### src/core/instr_exec_pkg.sv
// constants, states and helpers shared by the instruction execute block
// assumes one core clock, four clocks per machine cycle
package instr_exec_pkg;
	localparam int unsigned PC_W = 21;
	localparam int unsigned DADDR_W = 12;
	localparam int unsigned STACK_DEPTH = 31;
	localparam logic [20:0] PC_STEP = 21'h000002;
	localparam logic [3:0] OPC_BIT_INVERT = 4'h7;
	localparam logic [3:0] OPC_SKIP_CLR = 4'hb;
	localparam logic [3:0] OPC_SKIP_SET = 4'ha;
	localparam logic [3:0] OPC_JUMP = 4'hd;
	localparam logic [3:0] OPC_BRANCH_HI = 4'he;
	localparam logic [3:0] BR_OVF_SEL = 4'h4;
	localparam logic [2:0] CALL_SEL = 3'h6;
	localparam logic [3:0] WORD2_PREFIX = 4'hf;
	localparam logic [7:0] GOTO_HI = 8'hef;
	localparam logic [7:0] LOADPTR_HI = 8'hee;
	localparam logic [3:0] MOVE_PREFIX = 4'hc;
	localparam logic [15:0] WDT_CLEAR_WORD = 16'h0004;
	localparam logic [7:0] INDEX_LIMIT = 8'h5f;
	localparam logic [3:0] ACCESS_LO_BANK = 4'h0;
	localparam logic [3:0] ACCESS_HI_BANK = 4'hf;
	localparam int unsigned OVF_BIT = 3;
	localparam int unsigned EXT_EN_BIT = 0;
	localparam logic [3:0] CTRL_OFS = 4'h0;
	localparam logic [3:0] STATE_OFS = 4'h1;
	localparam logic [7:0] CTRL_RST = 8'h00;
	localparam logic TO_RST = 1'b1;
	localparam logic PD_RST = 1'b1;

	typedef enum logic [1:0] {
		Q1 = 2'b00,
		Q2 = 2'b01,
		Q3 = 2'b10,
		Q4 = 2'b11
	} q_phase_type;

	typedef enum logic [2:0] {
		S_RUN = 3'b000,
		S_CALL2 = 3'b001,
		S_SKIP = 3'b010,
		S_SKIP2 = 3'b011,
		S_NOP = 3'b100
	} exec_state_type;

	// first word of any instruction that owns a second word
	function automatic logic two_word_f(input logic [15:0] w);
		return (w[15:9] == {OPC_BRANCH_HI, CALL_SEL}) ||
			(w[15:8] == GOTO_HI) || (w[15:8] == LOADPTR_HI) ||
			(w[15:12] == MOVE_PREFIX);
	endfunction
endpackage

### src/core/q_phase_gen.sv
// quarter-cycle sequencer: four core clocks form one machine cycle
// assumes the core clock runs free from reset release
module q_phase_gen (
	input wire logic sys_clk_i, // core clock
	input wire logic resetn_i, // async reset, active low
	output instr_exec_pkg::q_phase_type q_o // current quarter
);
	import instr_exec_pkg::*;

	always_ff @(posedge sys_clk_i or negedge resetn_i) begin
		if (!resetn_i) begin
			q_o <= Q1;
		end else begin
			unique case (q_o)
				Q1: q_o <= Q2;
				Q2: q_o <= Q3;
				Q3: q_o <= Q4;
				Q4: q_o <= Q1;
			endcase
		end
	end
endmodule

### src/core/operand_address.sv
// file operand address: access bank, banked or indexed literal offset
// assumes the bank and index base are stable while decoding
module operand_address (
	input wire logic [7:0] f_i, // file field
	input wire logic bank_bit_i, // operand bank-select bit
	input wire logic [3:0] bsr_i, // bank select register
	input wire logic ext_en_i, // extended set enabled
	input wire logic [11:0] index_base_i, // index pointer base
	output logic [11:0] addr_o, // data memory address
	output logic indexed_o // indexed mode used
);
	import instr_exec_pkg::*;

	always_comb begin
		indexed_o = ext_en_i && !bank_bit_i && (f_i <= INDEX_LIMIT); // RQ3
		if (indexed_o) begin
			addr_o = index_base_i + {4'h0, f_i}; // RQ3
		end else if (bank_bit_i) begin
			addr_o = {bsr_i, f_i}; // RQ2
		end else if (f_i <= INDEX_LIMIT) begin
			addr_o = {ACCESS_LO_BANK, f_i}; // RQ1
		end else begin
			addr_o = {ACCESS_HI_BANK, f_i}; // RQ1
		end
	end
endmodule

### src/core/bit_branch_call_instr_exec.sv
// bit invert, bit test skips, branches, call and watchdog clear execute
// assumes program memory answers instr_i for pc_o in the same Q1 cycle
// Behaviour
// RQ1: bank bit 0 selects fixed access bank
// RQ2: bank bit 1 uses bank select register
// RQ3: extended set, bit 0, f<=5Fh indexed
// RQ4: bit invert flips chosen bit, one cycle
// RQ5: skip-if-clear discards next word when bit 0
// RQ6: skip-if-set skips when bit 1, no flags
// RQ7: skip costs 1, 2 or 3 cycles
// RQ8: overflow branch only when overflow set
// RQ9: taken target is address plus 2 plus 2n
// RQ10: taken two cycles, not taken one cycle
// RQ11: call pushes own address plus four
// RQ12: fast-save bit copies W, status, bank
// RQ13: call loads 20-bit literal, two cycles
// RQ14: call is two words, second prefix 1111
// RQ15: watchdog clear resets counter, sets flags
// RQ16: relative jump always adds 2n, two cycles
// RQ17: read in Q2, write back in Q4
module bit_branch_call_instr_exec (
	input wire logic sys_clk_i, // core clock, 125 MHz
	input wire logic resetn_i, // async reset, active low
	input wire logic [15:0] instr_i, // program word at pc_o
	output logic fetch_o, // program word taken this cycle
	output logic [instr_exec_pkg::PC_W-1:0] pc_o, // program counter
	output logic [instr_exec_pkg::DADDR_W-1:0] dmem_addr_o, // data address
	output logic dmem_re_o, // data read strobe
	input wire logic [7:0] dmem_rdata_i, // read data, one cycle later
	output logic dmem_we_o, // data write strobe
	output logic [7:0] dmem_wdata_o, // data write value
	input wire logic [7:0] w_i, // working register
	input wire logic [4:0] status_i, // status register
	input wire logic [3:0] bsr_i, // bank select register
	input wire logic [11:0] index_base_i, // index pointer base
	output logic [7:0] working_shadow_o, // working shadow
	output logic [4:0] flags_shadow_o, // status shadow
	output logic [3:0] bank_sel_shadow_o, // bank select shadow
	output logic [instr_exec_pkg::PC_W-1:0] return_stack_top_o, // top
	output logic wdt_clear_o, // clear counter and postscaler
	output logic timeout_flag_o, // timeout status bit
	output logic power_down_flag_o, // power-down status bit
	input wire logic to_clear_i, // watchdog timeout event
	input wire logic pd_clear_i, // sleep entry event
	input wire logic [3:0] reg_addr_i, // register address
	input wire logic [7:0] reg_wdata_i, // register write data
	input wire logic reg_wr_i, // register write strobe
	input wire logic reg_rd_i, // register read strobe
	output logic [7:0] reg_rdata_o // read data, next cycle
);
	import instr_exec_pkg::*;

	q_phase_type q;
	exec_state_type state_r;
	logic [15:0] ir_r;
	logic [7:0] call_lo_r;
	logic [7:0] data_r;
	logic [7:0] ctrl_r;
	logic [4:0] sp_r;
	logic [PC_W-1:0] stack_mem [STACK_DEPTH];
	logic [11:0] op_addr;
	logic op_indexed;
	logic exec;
	logic is_inv;
	logic is_sclr;
	logic is_sset;
	logic is_bitop;
	logic is_bov;
	logic is_jump;
	logic is_call;
	logic is_wdt;
	logic taken;
	logic skip;
	logic sel_bit;
	logic [7:0] bit_mask;
	logic [PC_W-1:0] br_ofs;
	logic [PC_W-1:0] jump_ofs;

	q_phase_gen u_q (
		.sys_clk_i(sys_clk_i),
		.resetn_i(resetn_i),
		.q_o(q)
	);

	// address is worked out from the raw word so it is ready by Q2
	operand_address u_addr (
		.f_i(instr_i[7:0]),
		.bank_bit_i(instr_i[8]),
		.bsr_i(bsr_i),
		.ext_en_i(ctrl_r[EXT_EN_BIT]),
		.index_base_i(index_base_i),
		.addr_o(op_addr),
		.indexed_o(op_indexed)
	);

	assign exec = (state_r == S_RUN);
	assign is_inv = exec && (ir_r[15:12] == OPC_BIT_INVERT);
	assign is_sclr = exec && (ir_r[15:12] == OPC_SKIP_CLR);
	assign is_sset = exec && (ir_r[15:12] == OPC_SKIP_SET);
	assign is_bitop = is_inv || is_sclr || is_sset;
	assign is_bov = exec && (ir_r[15:8] == {OPC_BRANCH_HI, BR_OVF_SEL});
	assign is_jump = exec && (ir_r[15:12] == OPC_JUMP);
	assign is_call = exec && (ir_r[15:9] == {OPC_BRANCH_HI, CALL_SEL});
	assign is_wdt = exec && (ir_r == WDT_CLEAR_WORD);
	assign bit_mask = 8'h01 << ir_r[11:9];
	assign sel_bit = |(data_r & bit_mask);
	assign taken = (is_bov && status_i[OVF_BIT]) || is_jump; // RQ8 RQ16
	assign skip = (is_sclr && !sel_bit) || (is_sset && sel_bit); // RQ5 RQ6
	assign br_ofs = {{12{ir_r[7]}}, ir_r[7:0], 1'b0};
	assign jump_ofs = {{9{ir_r[10]}}, ir_r[10:0], 1'b0};
	// a branch-caused dead cycle does not fetch; skipped words are fetched
	assign fetch_o = (q == Q1) && (state_r != S_NOP);
	assign dmem_re_o = (q == Q2) && is_bitop; // RQ17

	always_ff @(posedge sys_clk_i or negedge resetn_i) begin
		if (!resetn_i) begin
			ir_r <= 16'h0000;
		end else if (fetch_o) begin
			ir_r <= instr_i;
		end
	end

	always_ff @(posedge sys_clk_i or negedge resetn_i) begin
		if (!resetn_i) begin
			state_r <= S_RUN;
		end else if (q == Q4) begin
			unique case (state_r)
				S_RUN: begin
					if (taken) begin
						state_r <= S_NOP; // RQ10 RQ16
					end else if (is_call) begin
						state_r <= S_CALL2; // RQ13
					end else if (skip) begin
						state_r <= S_SKIP; // RQ5 RQ7
					end else begin
						state_r <= S_RUN;
					end
				end
				S_SKIP: begin
					// a discarded two-word instruction costs one more dead cycle
					state_r <= two_word_f(ir_r) ? S_SKIP2 : S_RUN; // RQ7
				end
				S_CALL2: state_r <= S_RUN;
				S_SKIP2: state_r <= S_RUN;
				S_NOP: state_r <= S_RUN;
				default: state_r <= S_RUN;
			endcase
		end
	end

	// pc has already stepped past the fetched word when the branch resolves
	always_ff @(posedge sys_clk_i or negedge resetn_i) begin
		if (!resetn_i) begin
			pc_o <= '0;
		end else if (fetch_o) begin
			pc_o <= pc_o + PC_STEP;
		end else if (q == Q4 && taken) begin
			pc_o <= pc_o + (is_jump ? jump_ofs : br_ofs); // RQ9 RQ16
		end else if (q == Q4 && state_r == S_CALL2) begin
			pc_o <= {ir_r[11:0], call_lo_r, 1'b0}; // RQ13 RQ14
		end
	end

	always_ff @(posedge sys_clk_i or negedge resetn_i) begin
		if (!resetn_i) begin
			call_lo_r <= 8'h00;
		end else if (q == Q2 && is_call) begin
			call_lo_r <= ir_r[7:0]; // RQ14
		end
	end

	always_ff @(posedge sys_clk_i or negedge resetn_i) begin
		if (!resetn_i) begin
			dmem_addr_o <= '0;
		end else if (fetch_o) begin
			dmem_addr_o <= op_addr; // RQ1 RQ2 RQ3
		end
	end

	always_ff @(posedge sys_clk_i or negedge resetn_i) begin
		if (!resetn_i) begin
			data_r <= 8'h00;
			dmem_we_o <= 1'b0;
			dmem_wdata_o <= 8'h00;
		end else begin
			if (q == Q3 && is_bitop) begin
				data_r <= dmem_rdata_i;
			end
			dmem_we_o <= (q == Q3) && is_inv; // RQ4 RQ17
			if (q == Q3 && is_inv) begin
				dmem_wdata_o <= dmem_rdata_i ^ bit_mask; // RQ4
			end
		end
	end

	// return address: pc is at call+2 during Q3, one more step gives call+4
	always_ff @(posedge sys_clk_i or negedge resetn_i) begin
		if (!resetn_i) begin
			sp_r <= 5'h00;
			return_stack_top_o <= '0;
		end else if (q == Q3 && is_call) begin
			return_stack_top_o <= pc_o + PC_STEP; // RQ11
			// overflow keeps the last entry rather than wrapping
			if (sp_r < 5'(STACK_DEPTH)) begin
				sp_r <= sp_r + 5'h01;
			end
		end
	end

	always_ff @(posedge sys_clk_i) begin
		if (q == Q3 && is_call && sp_r < 5'(STACK_DEPTH)) begin
			stack_mem[sp_r] <= pc_o + PC_STEP; // RQ11
		end
	end

	always_ff @(posedge sys_clk_i or negedge resetn_i) begin
		if (!resetn_i) begin
			working_shadow_o <= 8'h00;
			flags_shadow_o <= 5'h00;
			bank_sel_shadow_o <= 4'h0;
		end else if (q == Q3 && is_call && ir_r[8]) begin
			working_shadow_o <= w_i; // RQ12
			flags_shadow_o <= status_i; // RQ12
			bank_sel_shadow_o <= bsr_i; // RQ12
		end
	end

	// the flags are set here and cleared by timeout or sleep; set wins
	always_ff @(posedge sys_clk_i or negedge resetn_i) begin
		if (!resetn_i) begin
			wdt_clear_o <= 1'b0;
			timeout_flag_o <= TO_RST;
			power_down_flag_o <= PD_RST;
		end else begin
			wdt_clear_o <= (q == Q4) && is_wdt; // RQ15
			if (wdt_clear_o) begin
				timeout_flag_o <= 1'b1; // RQ15
				power_down_flag_o <= 1'b1; // RQ15
			end else begin
				if (to_clear_i) begin
					timeout_flag_o <= 1'b0;
				end
				if (pd_clear_i) begin
					power_down_flag_o <= 1'b0;
				end
			end
		end
	end

	always_ff @(posedge sys_clk_i or negedge resetn_i) begin
		if (!resetn_i) begin
			ctrl_r <= CTRL_RST;
		end else if (reg_wr_i && reg_addr_i == CTRL_OFS) begin
			ctrl_r <= {7'h00, reg_wdata_i[EXT_EN_BIT]};
		end
	end

	always_ff @(posedge sys_clk_i or negedge resetn_i) begin
		if (!resetn_i) begin
			reg_rdata_o <= 8'h00;
		end else if (reg_rd_i && reg_addr_i == CTRL_OFS) begin
			reg_rdata_o <= ctrl_r;
		end else if (reg_rd_i && reg_addr_i == STATE_OFS) begin
			reg_rdata_o <= {sp_r, state_r == S_RUN, power_down_flag_o,
				timeout_flag_o};
		end else begin
			reg_rdata_o <= 8'h00;
		end
	end

	a_access_bank: assert property ( // RQ1
		@(posedge sys_clk_i) disable iff (!resetn_i)
		fetch_o && !instr_i[8] && !ctrl_r[EXT_EN_BIT] |=>
		dmem_addr_o[11:8] == (($past(instr_i[7:0]) <= INDEX_LIMIT) ?
			ACCESS_LO_BANK : ACCESS_HI_BANK))
		else $error("access bank address wrong");

	a_banked_addr: assert property ( // RQ2
		@(posedge sys_clk_i) disable iff (!resetn_i)
		fetch_o && instr_i[8] |=>
		dmem_addr_o == {$past(bsr_i), $past(instr_i[7:0])})
		else $error("banked address wrong");

	a_indexed_addr: assert property ( // RQ3
		@(posedge sys_clk_i) disable iff (!resetn_i)
		fetch_o && !instr_i[8] && ctrl_r[EXT_EN_BIT] &&
		instr_i[7:0] <= INDEX_LIMIT |=>
		dmem_addr_o == $past(index_base_i) + {4'h0, $past(instr_i[7:0])})
		else $error("indexed address wrong");

	a_invert_write: assert property ( // RQ4
		@(posedge sys_clk_i) disable iff (!resetn_i)
		dmem_re_o && is_inv |=> ##1 dmem_we_o &&
		dmem_wdata_o == ($past(dmem_rdata_i) ^ bit_mask))
		else $error("bit invert write wrong");

	a_skip_decision: assert property ( // RQ5
		@(posedge sys_clk_i) disable iff (!resetn_i)
		q == Q4 && (is_sclr || is_sset) && !taken |=>
		(state_r == S_SKIP) == $past(skip))
		else $error("skip decision wrong");

	a_skip_length: assert property ( // RQ7
		@(posedge sys_clk_i) disable iff (!resetn_i)
		state_r == S_SKIP && q == Q4 |=>
		(state_r == S_SKIP2) == two_word_f($past(ir_r)) ##4 state_r == S_RUN)
		else $error("skip length wrong");

	a_branch_target: assert property ( // RQ9
		@(posedge sys_clk_i) disable iff (!resetn_i)
		q == Q4 && is_bov && status_i[OVF_BIT] |=>
		pc_o == $past(pc_o) + $past(br_ofs) && state_r == S_NOP
		##4 state_r == S_RUN)
		else $error("branch target wrong");

	a_not_taken: assert property ( // RQ10
		@(posedge sys_clk_i) disable iff (!resetn_i)
		q == Q4 && is_bov && !status_i[OVF_BIT] |=>
		pc_o == $past(pc_o) && state_r == S_RUN)
		else $error("untaken branch moved pc");

	a_call_push: assert property ( // RQ11
		@(posedge sys_clk_i) disable iff (!resetn_i)
		q == Q3 && is_call |=>
		return_stack_top_o == $past(pc_o) + PC_STEP ##5
		pc_o == {ir_r[11:0], $past(ir_r[7:0], 6), 1'b0})
		else $error("call push or target wrong");

	a_wdt_flags: assert property ( // RQ15
		@(posedge sys_clk_i) disable iff (!resetn_i)
		q == Q4 && is_wdt |=> wdt_clear_o ##1
		timeout_flag_o && power_down_flag_o)
		else $error("watchdog clear flags wrong");
endmodule

### config.mk
export PLATFORM = sky130hd
export DESIGN_NAME = bit_branch_call_instr_exec
export DESIGN_NICKNAME = d
export VERILOG_FILES = /design/src/core/instr_exec_pkg.sv /design/src/core/q_phase_gen.sv /design/src/core/operand_address.sv /design/src/core/bit_branch_call_instr_exec.sv
export SDC_FILE = /design/constraint.sdc
export NUM_CORES = 1
export LEC_CHECK = 0
export BUFFER_PORTS_ARGS = -buffer_cell sky130_fd_sc_hd__buf_2
export CORE_MARGIN = 2
export CORE_UTILIZATION = 59
export DETAILED_ROUTE_END_ITERATION = 16
export PLACE_DENSITY = 0.86
export RECOVER_POWER = 100
export SYNTH_ARGS = -nofsm -noshare
export SYNTH_HDL_FRONTEND = slang
export SYNTH_SLANG_ARGS = --single-unit
### constraint.sdc
create_clock -name sys_clk_i -period 9.1 [get_ports sys_clk_i]
set_clock_uncertainty 0.05 [all_clocks]
set_input_delay 0.455 -clock sys_clk_i [delete_from_list [all_inputs] [get_ports sys_clk_i]]
set_output_delay 0.455 -clock sys_clk_i [all_outputs]
set_load 0.01 [all_outputs]
==> impl_results.md <==
* Max_cap viols at 4
* Post-Route Setup TNS at 0 ns
* PD cells at 252 nW/µm²
* Remaining DRCs at 0
* Setup crit end kind: register
* EDFF count, synth at 0
* CP arrival at 4.56 ns
* Synth Register Bits at 132
* Iter 0 DRT Violations at 560
* Routed Wire Length at 19500 µm
* Clk buf depth at 2
* Main combinational cell family by area after synthesis: simple AND/OR/NAND/NOR gates
* Vias at 6653
* Wire per inst at 17.4 µm
* Die span in y at 117 µm
* Post-DP HPWL at 13500 µm
* Sequential fraction of the synthesis area at 0.438
* Final period util at 0.472
* # rows at 41
* Clk Latency, worst-skew pair at 0.42 ns
* Core ar. at 12600 µm²
* Compound-Gate Fraction of Synth Area at 0.161
* First-pass GRT wire length at 31400 µm
* PortBufs at 154
* Mapped Area at 7540 µm²
* Post-Synth Simple-Gate Area at 0.178
* Layout Nets at 1045
* Max Fclk at 233 MHz
* Critical path class: register to register
* Post-DRT Antenna Nets at 0
* Hold Path Class: input pin to register
* First-pass iteration count of the detailed router at 5
* Largest net degree at the start of global routing at 79
* Most frequent cells in the layout: dfrtp_1, nand2_1, clkbuf_1
* Share of layout cells above drive strength 1 at 0.152
* Diodes inserted at 0
* Final instance area at 8870 µm²
* Critical Path RT at 9.36 ns
* CTS Sinks at 132
* GRT Overall Usage at 0.298
* Top Ports at 164
* CTS clock-pin slew for the worst setup and hold paths at 0.06 ns
* Fillers at 959
* Final setup fails at 0
* CTS tree: yes
* Worst slew pin tran at 2.93 ns
* Grt ovf at 0
* Die area at 13700 µm²
* Vias in the first global route at 6426
* Distinct cells, synth at 74
* Root buffer cell: clkbuf_16
* Area after DPL at 8430 µm²
* Initial Util at 0.600
* Leakage at 4.00 nW
* Final RePlAce weighted congestion at 0.949
* Startpoint Class: register
* Critical path fanouts, max at 62
* Vias per cell at 5.93
* Xor and xnor area share after synthesis at 0.0604
* Status: finished with violations
* Final min period at 4.30 ns
* Mux cell area share after synthesis at 0.0705
* Fin. Hold Viols at 0
* Yosys warns at 0
* CTS H-tree depth at 4
* Area delta synth->final at 17.6%
* Mapped Cells at 793
* Max-slew headroom at -0.951
* Post-layout util at 0.706
* Commonest non-fill, non-tap cell in the layout: dfrtp_1
* CTS buffer count at 17
* Synth Area in Adders at 0.0634
* Failing checks: capacitance limit, slew limit
* RSZ-0062 raised after global routing: no
* DIE WIDTH at 117 µm
* Top_reg_cell synth: dfrtp_1
* Peak VDD IR at 0.000164 V
* Mean Syn Cell Area at 9.51 µm²
* Pins Over Slew Limit at 171
* Async S/R FF share, synth at 1.00
* Initial antenna violation count at 0
per-stage QoR:
step | hold slack [ns] | setup WS (ns) | cells | power, mW
finish | 0.174 | 4.80 | 1122 | 2.23
global route | 0.192 | 4.54 | 1122 | 2.37
CTS | 0.168 | 5.12 | 1122 | 2.25
detailed placement | 0.394 | 5.13 | 1089 | 1.55
global placement | 0.389 | 5.21 | 1089 | 1.53
floorplan | 0.109 | 5.52 | 794 | 1.32
where the power goes:
part	leakage, nW	switching (mW)	internal, mW	total (mW)
clock network	0.283	0.283	0.412	0.695
logic	2.08	0.405	0.310	0.715
registers	1.64	0.145	0.678	0.822
total	4.00	0.832	1.40	2.23
worst paths after layout:
path,from,endpoint,slack (ns),cells past startpoint
setup / recovery,u_q.q_o[0],pc_o[18],4.80,7
hold / removal,instr_i[12],ir_r[12],0.17,3
setup reg to reg,u_q.q_o[0],pc_o[18],4.80,7
hold reg to reg,return_stack_top_o[11],return_stack_top_o[11],0.43,2
max in group asynchronous,resetn_i,ir_r[10],5.29,3
min in group asynchronous,resetn_i,flags_shadow_o[2],1.49,2
cell type report:
| type | count | area, µm² | area share |
|---|---|---|---|
| clock buffers | 18 | 429 | 0.0484 |
| clock inverters | 14 | 166 | 0.0188 |
| inverters | 17 | 63.8 | 0.00719 |
| multi-input cells | 609 | 4010 | 0.451 |
| flip-flops and latches | 132 | 3310 | 0.372 |
| well taps | 172 | 215 | 0.0242 |
| repair buffers | 160 | 688 | 0.0775 |
cells by family after synthesis:
kind of cell / count (synthesis)
simple gates: 277
buf+inv: 53
other cells: 1
mux: 48
flops: 132
fa+ha+maj: 37
compound gates: 193
xor+xnor: 52
synth_stat cells, drive strengths merged, types with 10 or more instances:
cell type	number	area (µm²)
o21ai	69	349
ha	35	438
a21o	10	75.1
nand2	116	443
inv	17	63.8
and3	11	68.8
xor2	26	228
nor3	20	110
clkbuf	27	101
dfrtp	130	3250
a21oi	48	240
mux2	41	462
nor2b	15	93.8
nand3	25	125
xnor2	26	228
nor2	45	179
worst max-delay path, cell delays in order (launching register included):
cell      delay [ns]
dfrtp_1         0.39
inv_1           0.08
ha_1            0.27
nand2_2         0.09
clkbuf_1        1.83
nand2_1         0.63
or4_1           0.66
and3_1          0.18
per-layer routing:
metal / share of wire / GRT usage / vias to the layer above
met5: 0 / 0 / -
met4: 0.033 / 0.127 / 0
met3: 0.072 / 0.0628 / 62
met2: 0.48 / 0.485 / 315
met1: 0.42 / 0.387 / 3157
li1: - / - / 3119
sequential cells by signal, summed over array words and instances (netlist names), 2 cells and up:
signal              count
dmem_wdata_o            8
pc_o                   20
working_shadow_o        8
u_q.q_o                 2
reg_rdata_o             8
sp_r                    5
state_r                 3
return_stack_top_o     20
ir_r                   16
data_r                  8
call_lo_r               8
bank_sel_shadow_o       4
dmem_addr_o            12
flags_shadow_o          5
what timing repair did:
action                                 4_1_cts  5_1_grt
gates resized for setup                      0        0
endpoints found under the hold margin       54        0
setup buffers                                0        0
hold buffers                                 1        0
Note: power is estimated with default switching activity, not from simulation.
